==> src/rtl/cti_pkg.sv <==
// Package of constants and types for the transmit-abort and identifier filter
package cti_pkg;

  // ---------------------------------------------------------------------------
  // Register byte addresses
  // ---------------------------------------------------------------------------
  localparam logic [7:0] ADDR_TXFLG  = 8'h00;
  localparam logic [7:0] ADDR_TXCTL  = 8'h04;
  localparam logic [7:0] ADDR_ACCCTL = 8'h08;
  localparam logic [7:0] ADDR_RXERR  = 8'h0c;
  localparam logic [7:0] ADDR_TXERR  = 8'h10;
  localparam logic [7:0] ADDR_MODCTL = 8'h14;
  localparam logic [7:0] ADDR_CODE0  = 8'h20;
  localparam logic [7:0] ADDR_MASK0  = 8'h30;

  // ---------------------------------------------------------------------------
  // Field positions and reset values
  // ---------------------------------------------------------------------------
  localparam int         NUM_BUF      = 3;
  localparam int         ABT_LSB      = 4;
  localparam int         IE_LSB       = 0;
  localparam int         HIT_LSB      = 0;
  localparam int         MODE_LSB     = 4;
  localparam int         SOFT_RESET_CONTROL_BIT_BIT   = 0;
  localparam logic [2:0] TXE_RESET    = 3'h7;
  localparam logic [7:0] FILT_RESET   = 8'h00;
  localparam logic [1:0] STD_IDX_LAST = 2'h1;

  typedef enum logic [1:0] {
    MODE_ONE32  = 2'h0,
    MODE_TWO16  = 2'h1,
    MODE_FOUR8  = 2'h2,
    MODE_CLOSED = 2'h3
  } cti_mode_t;

  // Per-buffer transmit engine report
  typedef struct packed {
    logic [2:0] sent;
    logic [2:0] started;
    logic [2:0] failed;
  } cti_tx_evt_t;

  // Received identifier with format
  typedef struct packed {
    logic        valid;
    logic        extended;
    logic [31:0] id;
  } cti_rx_id_t;

endpackage

==> src/rtl/cti_filter.sv <==
// Identifier acceptance filter with hit index
`timescale 1ns/1ns
`default_nettype none
module cti_filter
  import cti_pkg::*;
(
  input  wire logic [1:0]  mode_i,
  input  wire logic        extended_i,
  input  wire logic [31:0] id_i,
  input  wire logic [31:0] code_i,
  input  wire logic [31:0] mask_i,
  output logic             accept_o,
  output logic [1:0]       hit_o
);

  logic [31:0] bit_ok;
  logic [3:0]  byte_ok;
  logic [3:0]  used;
  logic [3:0]  byte_pass;
  logic [3:0]  filt_hit;

  // Mask one means don't-care; byte 0 is the first identifier byte
  assign bit_ok = ~(id_i ^ code_i) | mask_i;

  genvar g;
  generate
    for (g = 0; g < 4; g++) begin : g_byte
      assign byte_ok[g] = &bit_ok[g*8 +: 8];
      assign used[g]    = extended_i || (g <= STD_IDX_LAST);
      assign byte_pass[g] = byte_ok[g] || !used[g];
    end
  endgenerate

  always_comb begin
    filt_hit = 4'h0;
    unique case (cti_mode_t'(mode_i))
      MODE_ONE32:  filt_hit[0] = &byte_pass;
      // Standard identifiers leave bytes 2-3 unused, so filter 1 never hits
      MODE_TWO16:  filt_hit = {2'h0, &byte_ok[3:2] & used[2],
                               &byte_pass[1:0]};
      MODE_FOUR8:  filt_hit = byte_pass & used;
      MODE_CLOSED: filt_hit = 4'h0;
    endcase
  end

  assign accept_o = |filt_hit;
  // Lowest matching filter wins
  assign hit_o = filt_hit[0] ? 2'h0 : filt_hit[1] ? 2'h1 :
                 filt_hit[2] ? 2'h2 : 2'h3;

endmodule
`default_nettype wire

==> src/rtl/cti_top.sv <==
// Transmit flags, abort handshake, acceptance filter and APB register file
`timescale 1ns/1ns
`default_nettype none
module cti_top
  import cti_pkg::*;
(
  input  wire logic        clock_i,
  input  wire logic        rstn_i,
  input  wire logic        psel_i,
  input  wire logic        penable_i,
  input  wire logic        pwrite_i,
  input  wire logic [7:0]  paddr_i,
  input  wire logic [31:0] pwdata_i,
  input  wire logic [3:0]  pstrb_i,
  output logic [31:0]      prdata_o,
  output logic             pready_o,
  output logic             pslverr_o,
  input  wire cti_tx_evt_t tx_evt_i,
  input  wire cti_rx_id_t  rx_id_i,
  input  wire logic [7:0]  rx_err_cnt_i,
  input  wire logic [7:0]  tx_err_cnt_i,
  output logic [2:0]       tx_pending_o,
  output logic [2:0]       abort_grant_o,
  output logic             txe_irq_o,
  output logic             rx_accept_o,
  output logic [1:0]       hit_o,
  output logic             soft_reset_o
);

  // ---------------------------------------------------------------------------
  // State
  // ---------------------------------------------------------------------------
  logic [2:0]  txe_q, txe_d;
  logic [2:0]  ack_q, ack_d;
  logic [2:0]  abt_q, abt_d;
  logic [2:0]  ie_q, ie_d;
  logic [2:0]  busy_q, busy_d;
  logic        sft_q;
  logic [1:0]  mode_q;
  logic [1:0]  hit_q;
  logic [31:0] code_q;
  logic [31:0] mask_q;
  logic        fg_full_q;
  logic        accept_q;
  logic [31:0] prdata_q;
  logic        pready_q;
  logic        pslverr_q;
  logic        irq_q;
  logic [2:0]  grant_q;

  // ---------------------------------------------------------------------------
  // APB decode
  // ---------------------------------------------------------------------------
  logic        acc_cyc;
  logic        wr_cyc;
  logic        wr_flg;
  logic        wr_ctl;
  logic        wr_acc;
  logic        wr_mod;
  logic        wr_code;
  logic        wr_mask;
  logic        mapped;
  logic [1:0]  bidx;
  logic [7:0]  wb;

  function automatic logic hit_addr(input logic [7:0] a,
                                    input logic [7:0] base);
    hit_addr = (a == base);
  endfunction

  function automatic logic hit_bank(input logic [7:0] a,
                                    input logic [7:0] base);
    hit_bank = (a[7:4] == base[7:4]) && (a[1:0] == 2'h0);
  endfunction

  // Two-cycle access phase: pready rises one cycle after penable
  assign acc_cyc = psel_i && penable_i && !pready_q;
  assign wr_cyc  = acc_cyc && pwrite_i && pstrb_i[0];
  assign wr_flg  = wr_cyc && hit_addr(paddr_i, ADDR_TXFLG);
  assign wr_ctl  = wr_cyc && hit_addr(paddr_i, ADDR_TXCTL);
  assign wr_mod  = wr_cyc && hit_addr(paddr_i, ADDR_MODCTL);
  // Filter setup only under soft reset
  assign wr_acc  = wr_cyc && sft_q && hit_addr(paddr_i, ADDR_ACCCTL);
  assign wr_code = wr_cyc && sft_q && hit_bank(paddr_i, ADDR_CODE0);
  assign wr_mask = wr_cyc && sft_q && hit_bank(paddr_i, ADDR_MASK0);
  assign bidx    = paddr_i[3:2];
  assign wb      = pwdata_i[7:0];
  assign mapped  = hit_addr(paddr_i, ADDR_TXFLG) ||
                   hit_addr(paddr_i, ADDR_TXCTL) ||
                   hit_addr(paddr_i, ADDR_ACCCTL) ||
                   hit_addr(paddr_i, ADDR_RXERR) ||
                   hit_addr(paddr_i, ADDR_TXERR) ||
                   hit_addr(paddr_i, ADDR_MODCTL) ||
                   hit_bank(paddr_i, ADDR_CODE0) ||
                   hit_bank(paddr_i, ADDR_MASK0);

  // ---------------------------------------------------------------------------
  // Transmit handshake
  // ---------------------------------------------------------------------------
  logic [2:0] sw_clr;
  logic [2:0] sw_abt;
  logic [2:0] grant;
  logic [2:0] set_txe;

  assign sw_clr = wr_flg ? wb[2:0] : 3'h0;
  // Zero bits are ignored: software can only raise a request
  assign sw_abt = wr_ctl ? wb[ABT_LSB +: NUM_BUF] : 3'h0;
  // Abort only when idle-scheduled or after a failed attempt
  assign grant = abt_q & ~txe_q & (~busy_q | tx_evt_i.failed)
                 & ~tx_evt_i.sent;
  assign set_txe = (tx_evt_i.sent & ~txe_q) | grant;

  always_comb begin
    // Hardware set wins over a software clear in the same cycle
    txe_d  = (txe_q & ~sw_clr) | set_txe;
    // Clearing empty drops the acknowledge of the previous message
    ack_d  = (ack_q & ~sw_clr) | grant;
    abt_d  = (abt_q | sw_abt) & ~set_txe;
    ie_d   = wr_ctl ? wb[IE_LSB +: NUM_BUF] : ie_q;
    busy_d = (busy_q | tx_evt_i.started) &
             ~(tx_evt_i.failed | tx_evt_i.sent | txe_q);
    if (sft_q) begin
      txe_d  = TXE_RESET;
      ack_d  = 3'h0;
      abt_d  = 3'h0;
      ie_d   = 3'h0;
      busy_d = 3'h0;
    end
  end

  always_ff @(posedge clock_i or negedge rstn_i) begin
    if (!rstn_i) begin
      txe_q  <= TXE_RESET;
      ack_q  <= 3'h0;
      abt_q  <= 3'h0;
      ie_q   <= 3'h0;
      busy_q <= 3'h0;
    end else begin
      txe_q  <= txe_d;
      ack_q  <= ack_d;
      abt_q  <= abt_d;
      ie_q   <= ie_d;
      busy_q <= busy_d;
    end
  end

  // ---------------------------------------------------------------------------
  // Module control and filter registers
  // ---------------------------------------------------------------------------
  always_ff @(posedge clock_i or negedge rstn_i) begin
    if (!rstn_i) begin
      sft_q <= 1'b1;
    end else if (wr_mod) begin
      sft_q <= wb[SOFT_RESET_CONTROL_BIT_BIT];
    end
  end

  always_ff @(posedge clock_i or negedge rstn_i) begin
    if (!rstn_i) begin
      mode_q <= 2'h0;
      code_q <= {4{FILT_RESET}};
      mask_q <= {4{FILT_RESET}};
    end else begin
      if (wr_acc) begin
        mode_q <= wb[MODE_LSB +: 2];
      end
      if (wr_code) begin
        code_q[bidx*8 +: 8] <= wb;
      end
      if (wr_mask) begin
        mask_q[bidx*8 +: 8] <= wb;
      end
    end
  end

  // ---------------------------------------------------------------------------
  // Acceptance and foreground reload
  // ---------------------------------------------------------------------------
  logic       flt_accept;
  logic [1:0] flt_hit;
  logic       reload;

  cti_filter u_filter (
    .mode_i     (mode_q),
    .extended_i (rx_id_i.extended),
    .id_i       (rx_id_i.id),
    .code_i     (code_q),
    .mask_i     (mask_q),
    .accept_o   (flt_accept),
    .hit_o      (flt_hit)
  );

  // Rejected frames stay in background and get overwritten by the next
  assign reload = rx_id_i.valid && flt_accept && !sft_q;

  always_ff @(posedge clock_i or negedge rstn_i) begin
    if (!rstn_i) begin
      hit_q     <= 2'h0;
      fg_full_q <= 1'b0;
      accept_q  <= 1'b0;
    end else begin
      accept_q  <= reload;
      fg_full_q <= fg_full_q | reload;
      if (reload) begin
        hit_q <= flt_hit;
      end
    end
  end

  // ---------------------------------------------------------------------------
  // Read path and bus answer
  // ---------------------------------------------------------------------------
  logic [7:0] rd_byte;

  assign rd_byte =
    hit_addr(paddr_i, ADDR_TXFLG)  ? {1'b0, ack_q, 1'b0, txe_q} :
    hit_addr(paddr_i, ADDR_TXCTL)  ? {1'b0, abt_q, 1'b0, ie_q} :
    hit_addr(paddr_i, ADDR_ACCCTL) ? {2'h0, mode_q, 2'h0, hit_q} :
    hit_addr(paddr_i, ADDR_RXERR)  ? rx_err_cnt_i :
    hit_addr(paddr_i, ADDR_TXERR)  ? tx_err_cnt_i :
    hit_addr(paddr_i, ADDR_MODCTL) ? {7'h00, sft_q} :
    hit_bank(paddr_i, ADDR_CODE0)  ? code_q[bidx*8 +: 8] :
    hit_bank(paddr_i, ADDR_MASK0)  ? mask_q[bidx*8 +: 8] : 8'h00;

  always_ff @(posedge clock_i or negedge rstn_i) begin
    if (!rstn_i) begin
      prdata_q  <= 32'h0000_0000;
      pready_q  <= 1'b0;
      pslverr_q <= 1'b0;
    end else begin
      pready_q  <= acc_cyc;
      pslverr_q <= acc_cyc && !mapped;
      if (acc_cyc && !pwrite_i) begin
        prdata_q <= {24'h00_0000, rd_byte};
      end
    end
  end

  // ---------------------------------------------------------------------------
  // Registered outputs
  // ---------------------------------------------------------------------------
  always_ff @(posedge clock_i or negedge rstn_i) begin
    if (!rstn_i) begin
      irq_q   <= 1'b0;
      grant_q <= 3'h0;
    end else begin
      irq_q   <= |(txe_d & ie_d);
      grant_q <= grant;
    end
  end

  assign prdata_o      = prdata_q;
  assign pready_o      = pready_q;
  assign pslverr_o     = pslverr_q;
  assign tx_pending_o  = ~txe_q;
  assign abort_grant_o = grant_q;
  assign txe_irq_o     = irq_q;
  assign rx_accept_o   = accept_q;
  assign hit_o         = hit_q;
  assign soft_reset_o  = sft_q;

endmodule
`default_nettype wire

==> config.mk <==
export PLATFORM = sky130hd
export DESIGN_NAME = cti_top
export DESIGN_NICKNAME = d
export VERILOG_FILES = /design/src/rtl/cti_pkg.sv /design/src/rtl/cti_filter.sv /design/src/rtl/cti_top.sv
export SDC_FILE = /design/constraint.sdc
export NUM_CORES = 1
export LEC_CHECK = 0
export ABC_AREA = 1
export BUFFER_PORTS_ARGS = -buffer_cell sky130_fd_sc_hd__buf_2
export CAP_MARGIN = 20
export CORE_MARGIN = 3
export CORE_UTILIZATION = 60
export CTS_BUF_LIST = sky130_fd_sc_hd__clkbuf_2
export CTS_CLUSTER_SIZE = 28
export DETAILED_ROUTE_END_ITERATION = 12
export GPL_ROUTABILITY_DRIVEN = 0
export PLACE_DENSITY = 0.88
export SYNTH_ARGS = -nofsm -noshare
export SYNTH_HDL_FRONTEND = slang
export SYNTH_SLANG_ARGS = --single-unit
==> constraint.sdc <==
create_clock -name clock_i -period 4.7 [get_ports clock_i]
set_input_delay 0 -clock clock_i [delete_from_list [all_inputs] [get_ports clock_i]]
set_output_delay 0 -clock clock_i [all_outputs]
set_load 0.1 [all_outputs]
Word level (Yosys, flattened, before mapping)
Index checks and enable logic that the tools add are counted.
- bitwise operators: 28
- muxes and demuxes: 23
- shift operators: 4
- add/subtract/negate cells: 1
- reductions and logical operators: 43
- equal/unequal tests: 10
- operators with widths (operator ; count):
    32-bit bitwise mux ; 2
    8-bit 2-to-1 mux ; 8
    32-bit by 6-bit variable part select with 8-bit output ; 2
    5-bit negation with 34-bit output ; 1
    8-bit by 34-bit variable shift with 32-bit output (first input constant) ; 1
    8-bit by 34-bit variable part select with 32-bit output ; 1
    32-bit inverter ; 1
    32-bit OR ; 1
    16-bit AND reduction ; 2
    8-bit AND reduction ; 4
    32-bit bitwise XOR ; 1
    3-bit bitwise AND ; 9
    3-bit 2-to-1 mux ; 8
    3-bit OR ; 8
    3-bit inverter ; 6
    18-bit AND reduction ; 1
    1-bit logical AND ; 17
    8-bit by 4-bit equality test with 1-bit output (second input constant) ; 2
    8-bit by 5-bit equality test with 1-bit output (second input constant) ; 2
    1-bit logical OR ; 9
    4-bit by 2-bit equality test with 1-bit output (second input constant) ; 2
    8-bit by 3-bit equality test with 1-bit output (second input constant) ; 1
    8-bit zero test ; 1
    3-bit case mux with 2 select lines ; 1
    11 further kinds ; 18
- word-level logic and storage cells: 125
- input bits: 108
- output and inout bits: 45
- bits in registers: 99

Logic depth before layout (Yosys ltp)
Gate-level depths: netlist (run 1).
- depth in word-level cells: 12
- gate-level depth with buffers: 18
- gate-level depth less buffers: 15

Hierarchy
From an unflattened synthesis (run 1), not the netlist that was laid out.
- cells, all modules: 902
- area, all modules: 6457.4 sq um
- by module, submodules not included (module ; cells each ; sequential area each (sq um) ; area each (sq um) ; times used):
    cti_top ; 658 ; 2482.4 ; 5439.0 ; 1
    cti_filter ; 244 ; 0.0 ; 1018.5 ; 1

Worst setup path after synthesis (run 1)
OpenSTA, ideal clock, no wires.
- kind: reg-to-reg
- from: register pready_q, in the netlist pready_o
- to: register mask_q[0]
- clock period less this slack: 2.156 ns
- required time: 4.575 ns
- cell stages (with the launch flop): 7
- data arrival time: 2.032 ns
- library setup time: 0.125 ns
- slack: 2.544 ns
- buffers on the path: 0
- cells stage by stage: dfrtp_1 -> nor2_2 -> nand3_4 -> nor2_8 -> nand2_4 -> nor2_8 -> mux2_2
- longest elaborated chain between the ends: 6
- ends and longest elaborated chain (item ; line ; text):
    from (decl) ; cti_top.sv:46 ; logic pready_q;
    from (signal assigned) ; cti_top.sv:231 ; pready_q <= acc_cyc;
    1-bit zero test ; cti_top.sv:77 ; assign acc_cyc = psel_i && penable_i && !pready_q;
    1-bit logical AND ; cti_top.sv:77 ;
    net acc_cyc ; cti_top.sv:54 ; logic acc_cyc;
    1-bit logical AND (2 in a row) ; cti_top.sv:78 ; assign wr_cyc = acc_cyc && pwrite_i && pstrb_i[0];
    1-bit logical AND (2 in a row) ; cti_top.sv:85 ; assign wr_mask = wr_cyc && sft_q && hit_bank(paddr_i, ADDR_MASK0);
    to (signal assigned) ; cti_top.sv:162 ; mask_q <= {4{FILT_RESET}};
    to (signal, indexed assignment) ; cti_top.sv:171 ; mask_q[bidx*8 +: 8] <= wb;
    to (decl) ; cti_top.sv:42 ; logic [31:0] mask_q;
The timed path passes the listed nets, and every way through them passes these cells.
A chain may end at the register's enable or synchronous reset.

Final worst setup path (run 1)
- from: input port paddr_i[2]
- to: register prdata_q[5], in the netlist prdata_o[5]
- longest elaborated chain between the ends: 9
- elaborated cells on any way between the ends: 16
- those cells by class: eq/ne (5); shift (2); mux (8); reduce/logical (1)
- ends and longest elaborated chain (item ; line ; text):
    from (decl) ; cti_top.sv:12 ; input wire logic [7:0] paddr_i,
    32-bit by 6-bit variable part select with 8-bit output ; cti_top.sv:223 ; hit_bank(paddr_i, ADDR_MASK0) ? mask_q[bidx*8 +: 8] : 8'h00;
    8-bit 2-to-1 mux ; cti_top.sv:223 ;
    8-bit 2-to-1 mux ; cti_top.sv:222 ; hit_bank(paddr_i, ADDR_CODE0) ? code_q[bidx*8 +: 8] :
    8-bit 2-to-1 mux ; cti_top.sv:221 ; hit_addr(paddr_i, ADDR_MODCTL) ? {7'h00, sft_q} :
    8-bit 2-to-1 mux ; cti_top.sv:220 ; hit_addr(paddr_i, ADDR_TXERR) ? tx_err_cnt_i :
    8-bit 2-to-1 mux ; cti_top.sv:219 ; hit_addr(paddr_i, ADDR_RXERR) ? rx_err_cnt_i :
    8-bit 2-to-1 mux ; cti_top.sv:218 ; hit_addr(paddr_i, ADDR_ACCCTL) ? {2'h0, mode_q, 2'h0, hit_q} :
    8-bit 2-to-1 mux ; cti_top.sv:217 ; hit_addr(paddr_i, ADDR_TXCTL) ? {1'b0, abt_q, 1'b0, ie_q} :
    8-bit 2-to-1 mux * ; cti_top.sv:216 ; hit_addr(paddr_i, ADDR_TXFLG) ? {1'b0, ack_q, 1'b0, txe_q} :
    to (signal assigned) ; cti_top.sv:234 ; prdata_q <= {24'h00_0000, rd_byte};
    to (decl) ; cti_top.sv:45 ; logic [31:0] prdata_q;
Mark *: on every way between the ends. The rest lies on a longest branch, timed or not.

==> run_results.csv, run 1 <==
group,metric,value,unit
critical_path,path_class,"in -> reg",
placement,hpwl,13200,um
critical_path,worstPathRequired,5.32,ns
critical_path,critical_path.max_fanout,49,
critical_path,end_kind,"flip-flop",
global_route,antenna_found_initial,0,
synthesis,synth-compound-area-share,0.146,
cells_and_area,fillCellCount,704,
timing,final-setup-viol-count,0,
drt,drtAntennaViolNets,0,
drt,vias,6609,
clock_network,cts_num_sinks,99,
power,pwr_density_cell,225,nW/um^2
synthesis,ys_seq_area_frac,0.394,
global_route,use_met3,0.0842,
critical_path,startpoint_type,"input port",
synthesis,synth_async_sr_flop_share,1.00,
flow_run,cap_viol_max_count,0,
synthesis,synth_top_area_share,0.377,
drt,route.detailed.drc,0,
floorplanning,die_area,11800,um^2
synthesis,synthMuxAreaShare,0.0351,
synthesis,yosys.area.top_type,"dfrtp_1",
min_path,hp-class,"in -> reg",
timing,relSlewSlack,0.456,
synthesis,yosys.area_share.simple,0.277,
cells_and_area,diodes,0,
synthesis,synth_xor_area_frac,0.00417,
synthesis,yosysWarnings,0,
outcome,outcome,"completed",
global_route,grt_use_total,0.341,
synthesis,synthTopCellsByArea,"dfrtp_1 (38%), nand2_1 (12%), o21ai_0 (7.2%)",
synthesis,synthAdderAreaFrac,0.0179,
global_route,grt_pass1_vias,6232,
timing,hold_viol,0,
drt,drt_iter0_markers,757,
timing,worst_slack,1.15,ns
synthesis,ys_types,43,
placement,io_buffers,101,
drt,via_per_inst,5.85,
placement,place_ws,1.48,ns
cells_and_area,drive_above_1_share,0.171,
global_route,gr-total-overflow,0,
timing,rsz0062_at_grt,"no",
cells_and_area,final_util,0.752,
power,peakVddDrop,137,uV
clock_network,path_clk_slew,0.33,ns
clock_network,cts_tree,"yes",
synthesis,synth_cells,838,
floorplanning,io_pins,153,
drt,wl,19900,um
floorplanning,die_w,108,um
clock_network,cts_buffer_depth,2,
synthesis,syn-cell-area,6300,um^2
drt,post_drt_wl_per_cell,17.6,um
global_route,use_met2,0.534,
synthesis,synth_seq_cells,99,
power,share_clk_of_total_power,0.261,
clock_network,htree_levels,3,
synthesis,synth_edf_count,0,
clock_network,clk_latency,0.65,ns
power,p_int,1.05,mW
global_route,grt_max_degree,66,
cells_and_area,nets,1108,
critical_path,r2r_slack,1.74,ns
power,p_leak,4.13,nW
power,finalPower,1.69,mW
synthesis,synth_top_family_by_area,"simple AND/OR/NAND/NOR gates",
timing,post-route-min-period,3.55,ns
global_route,grt.busiest_layer,"met2",
global_route,use_met1,0.434,
timing,fin_crit_sh,0.755,
global_route,grt_pass1_wl,30800,um
floorplanning,core-area,10000,um^2
power,switching_share,0.381,
timing,finalMaxSlewViolations,0,
timing,worst_slew_pin_slew,0.816,ns
floorplanning,die_h,108,um
synthesis,avgSynthCellArea,7.52,um^2
timing,fmax,0.282,GHz
cells_and_area,area_growth,19.3,%
clock_network,root_buffer,"clkbuf_2",
floorplanning,row_count,36,
power,p_comb_frac,0.223,
drt,first_pass_iters,6,
timing,setup_tns,0,ns
synthesis,ys.flop_type,"dfrtp_1",
timing,finClkSkew,0.0359,ns
floorplanning,initial_core_util,0.630,
clock_network,cts_made_buffers,9,
power,pwr-share-seq,0.515,
power,switchingPower,0.645,mW
critical_path,critPathArrivalTime,4.17,ns
-- flip-flops by register name, summed over array words and instances (netlist names), 3 cells and up --
signal and count:
abort_grant_o 3, abt_q 3, ack_q 3, busy_q 3, code_q 32, ie_q 3
mask_q 32, prdata_o 8, txe_q 3
-- worst max-delay path: stages --
cell and delay (ns):
buf_2 0.36, inv_2 0.47, ha_1 0.52, clkinv_1 0.42
nor3_2 0.74, dlygate4sd3_1 0.75, a21oi_1 0.11, a31oi_1 0.20
dlygate4sd3_1 0.57
-- per-stage QoR --
| step | hold WS (ns) | std cells | cell area, um^2 |
|---|---|---|---|
| after detailed placement | -0.0318 | 1049 | 6740 |
| after CTS | 0.00443 | 1128 | 7510 |
| after global placement | -0.0343 | 1049 | 6740 |
| after global routing | 0.0292 | 1129 | 7520 |
| final | 0.0209 | 1129 | 7520 |
| after floorplan | -0.296 | 861 | 6390 |
-- synth_stat cells, drive strengths merged (2+ instances only) --
master	n
nand3	59
o2111ai	2
dfrtp	95
nor2	85
o21ai	105
xnor2	2
nand4	4
ha	9
a21oi	55
nand2	200
o211ai	4
inv	119
a31oi	3
nor3	12
buf	41
clkinv	3
a22oi	2
clkbuf	6
dfstp	4
mux2	17
-- layer usage --
layer	wire, um	part of all wire	vias up
li1	-	-	2950
met1	7260	0.37	3015
met5	0	0	-
met2	9120	0.46	514
met4	1180	0.059	0
met3	2330	0.12	130
-- power by group through the flow --
stage	clock (mW)	combinational, mW	sequential (mW)
detailed placement	0	0.333	0.883
CTS	0.439	0.366	0.871
global route	0.467	0.399	0.873
finish	0.442	0.378	0.872
global placement	0	0.328	0.884
floorplan	0	0.200	0.938
-- final cells by class --
| class | instances | area, um^2 | share of cell area |
|---|---|---|---|
| sequential | 99 | 2480 | 0.330 |
| timing repair buffer | 166 | 1170 | 0.155 |
| clock buffer | 9 | 45.0 | 0.00599 |
| clock inverter | 7 | 81.3 | 0.0108 |
| tap | 133 | 166 | 0.0221 |
| inverter | 122 | 458 | 0.0609 |
| multi-input combinational | 593 | 3120 | 0.415 |
-- kinds of logic after synthesis --
family / Yosys count
AND/OR/NAND/NOR: 364
other: 1
flip-flops: 99
XOR/XNOR: 3
multiplexers: 17
buffers and inverters: 169
adder cells (fa/ha/maj): 9
AO/OA/AOI/OAI: 176
-- worst paths after layout --
kind,from,to,cells after the start
setup / recovery,paddr_i[2],prdata_o[5]$_DFFE_PN0P_,9
hold / removal,paddr_i[4],code_q[14]$_DFFE_PN0P_,6
setup reg to reg,pready_o$_DFF_PN0_,txe_irq_o$_DFF_PN0_,10
hold reg to reg,pready_o$_DFF_PN0_,pready_o$_DFF_PN0_,1
max in group asynchronous,rstn_i,rx_accept_o$_DFF_PN0_,4
min in group asynchronous,rstn_i,txe_q[0]$_DFF_PN1_,3
-- cell usage in the layout (no fill, tap or decap), types with 2 or more instances in the layout --
master,Yosys,routed
a22oi_1,2,2
clkinv_8,0,2
a31oi_1,3,3
inv_1,113,113
clkinv_1,3,3
nor3_2,2,2
buf_2,9,100
clkbuf_2,0,9
o21ai_0,91,91
nor2_4,5,5
buf_4,27,2
nand3_1,57,57
o211ai_1,4,4
nor2_2,2,2
inv_2,6,6
nor3_1,10,10
o2111ai_1,2,2
nand4_1,4,4
nor2_8,10,10
mux2_2,9,9
xnor2_1,2,2
mux2_4,8,8
nand2_4,2,2
nor2_1,68,68
ha_1,9,9
dfrtp_1,95,95
dlygate4sd3_1,0,63
dfstp_2,4,4
o21ai_1,14,14
conb_1,1,24
inv_8,0,2
nand3_4,2,2
a21oi_1,55,55
clkinv_4,0,2
nand2_1,197,197
-- timing repair --
item | CTS | global route
hold buffers | 63 | 1
buffers inserted | 0 | 0
resized for setup | 0 | 0
endpoints found under the hold margin | 197 | 1
Note: power is estimated with default switching activity, not from simulation.
==> inputs of run 2 (changes only) <==
Settings changed: CORE_UTILIZATION 60 to 56, PLACE_DENSITY 0.88 to 0.83.
Clock period 4.7 ns to 3.7 ns, I/O delays scaled along.
==> run_results.csv, run 2 (same netlist as run 1, synthesis figures left out) <==
group,metric,value,unit
global_route,antenna_found_initial,0,
clock_network,cts_buffer_depth,2,
timing,relSlewSlack,0.375,
floorplanning,die_h,112,um
cells_and_area,fillCellCount,882,
cells_and_area,area_growth,18.2,%
clock_network,cts_resized,0,
placement,hpwl,13000,um
clock_network,path_clk_slew,0.28,ns
drt,drtAntennaViolNets,0,
global_route,grt_max_degree,75,
clock_network,cts_num_sinks,99,
cells_and_area,final_cell_mix,"nand2_1 (197), inv_1 (113), buf_2 (100)",
timing,rsz0062_at_grt,"no",
global_route,grt_pass1_vias,5730,
floorplanning,die_area,12600,um^2
placement,io_buffers,101,
drt,drt_iter0_markers,676,
global_route,grt_pass1_wl,29000,um
min_path,hp-class,"in -> async",
power,finalPower,2.11,mW
flow_run,cap_viol_max_count,0,
timing,finalMaxSlewViolations,0,
global_route,gr-total-overflow,0,
timing,final-setup-viol-count,0,
critical_path,critical_path.max_fanout,8,
clock_network,cts_tree,"yes",
critical_path,critPathArrivalTime,3.79,ns
floorplanning,die_w,112,um
critical_path,reg2regPathDepth,8,
outcome,outcome,"completed",
floorplanning,initial_core_util,0.576,
global_route,grt_use_total,0.292,
placement,dp_cells,1059,
floorplanning,io_pins,153,
cells_and_area,diodes,0,
critical_path,end_kind,"flip-flop",
clock_network,htree_levels,3,
drt,vias,6263,
timing,finClkSkew,0.0181,ns
drt,first_pass_iters,5,
timing,setup_tns,0,ns
power,p_leak,4.10,nW
drt,via_per_inst,5.54,
critical_path,path_class,"in -> reg",
drt,wl,18300,um
cells_and_area,fin_cells,1130,
timing,worst_slew_pin_slew,0.938,ns
floorplanning,row_count,38,
clock_network,cts_made_buffers,9,
critical_path,worstPathRequired,4.23,ns
timing,post-route-min-period,3.25,ns
timing,fin_crit_sh,0.879,
timing,hold_viol,0,
cells_and_area,nets,1103,
cells_and_area,final_common_cell,"nand2_1",
power,peakVddDrop,199,uV
critical_path,startpoint_type,"input port",
power,pwr_density_cell,283,nW/um^2
cells_and_area,drive_above_1_share,0.173,
drt,post_drt_wl_per_cell,16.2,um
drt,route.detailed.drc,0,
clock_network,root_buffer,"clkbuf_2",
timing,fmax,0.307,GHz
floorplanning,core-area,10900,um^2
clock_network,clk_latency,0.57,ns
## run 2: changes by cell type in the layout (fill, tap and decap cells not counted)
| cell | previous run | this run |
|---|---|---|
| bufinv_16 | 0 | 1 |
| clkinv_8 | 2 | 0 |
| clkinvlp_4 | 0 | 3 |
| clkinv_4 | 2 | 0 |
| dlygate4sd3_1 | 63 | 56 |
| buf_4 | 2 | 5 |
| inv_8 | 2 | 0 |
| clkinv_2 | 0 | 1 |
| buf_12 | 1 | 0 |
## run 2: final timing paths
check | from | to | slack [ns]
min in group clock_i | paddr_i[4] | code_q[8]$_DFFE_PN0P_ | 0.13
worst min-delay path | rstn_i | hit_o[0]$_DFFE_PN0P_ | 0.05
worst max register to register | pready_o$_DFF_PN0_ | abt_q[0]$_DFF_PN0_ | 0.62
worst max-delay path | penable_i | abt_q[0]$_DFF_PN0_ | 0.45
max in group asynchronous | rstn_i | code_q[23]$_DFFE_PN0P_ | 2.73
worst min register to register | pready_o$_DFF_PN0_ | pready_o$_DFF_PN0_ | 0.50
## run 2: layer usage
metal  vias up  routed length [um]  track usage
met3        69                1830       0.0458
met2       421                8110        0.443
met5         -                   0            0
met1      2833                7590        0.414
met4         0                 812        0.135
li1       2940                   -            -
## run 2: repair_timing
action	4_1_cts	5_1_grt
endpoints found under the hold margin	170	0
setup buffers	0	0
hold buffers	56	0
## run 2: metrics by stage
stage | instance area (um^2) | hold slack, ns | util | worst slack (ns)
6_report | 7450 | 0.0472 | 0.681 | 0.446
5_1_grt | 7450 | 0.0685 | 0.681 | 0.389
4_1_cts | 7450 | 0.0622 | 0.681 | 0.599
3_5_place_dp | 6770 | 0.181 | 0.619 | 1.19
3_3_place_gp | 6770 | 0.181 | 0.619 | 1.21
2_1_floorplan | 6390 | -0.296 | - | 1.54
## run 2: report_power, final
part           internal, mW  switching [mW]  leakage, nW
combinational         0.110           0.360         2.92
sequential             1.10         0.00768         1.11
clock                 0.152           0.378       0.0604
## run 2: worst max-delay path: stages
cell and delay (ns):
dlygate4sd3_1 0.53, buf_2 0.10, nand2_1 0.03, dlygate4sd3_1 0.55, nor2_2 0.19, nand3_4 0.09
dlygate4sd3_1 0.73, nor2_8 0.21, nand2_1 0.06, dlygate4sd3_1 0.57, a21oi_1 0.15, dlygate4sd3_1 0.56
## run 2: cell type report
type | instances | area (um^2) | share of cell area
flip-flops and latches | 99 | 2480 | 0.333
repair buffers | 161 | 1100 | 0.148
well taps | 140 | 175 | 0.0235
clock buffers | 9 | 45.0 | 0.00605
clock inverters | 6 | 66.3 | 0.00891
inverters | 122 | 458 | 0.0615
multi-input cells | 593 | 3120 | 0.419
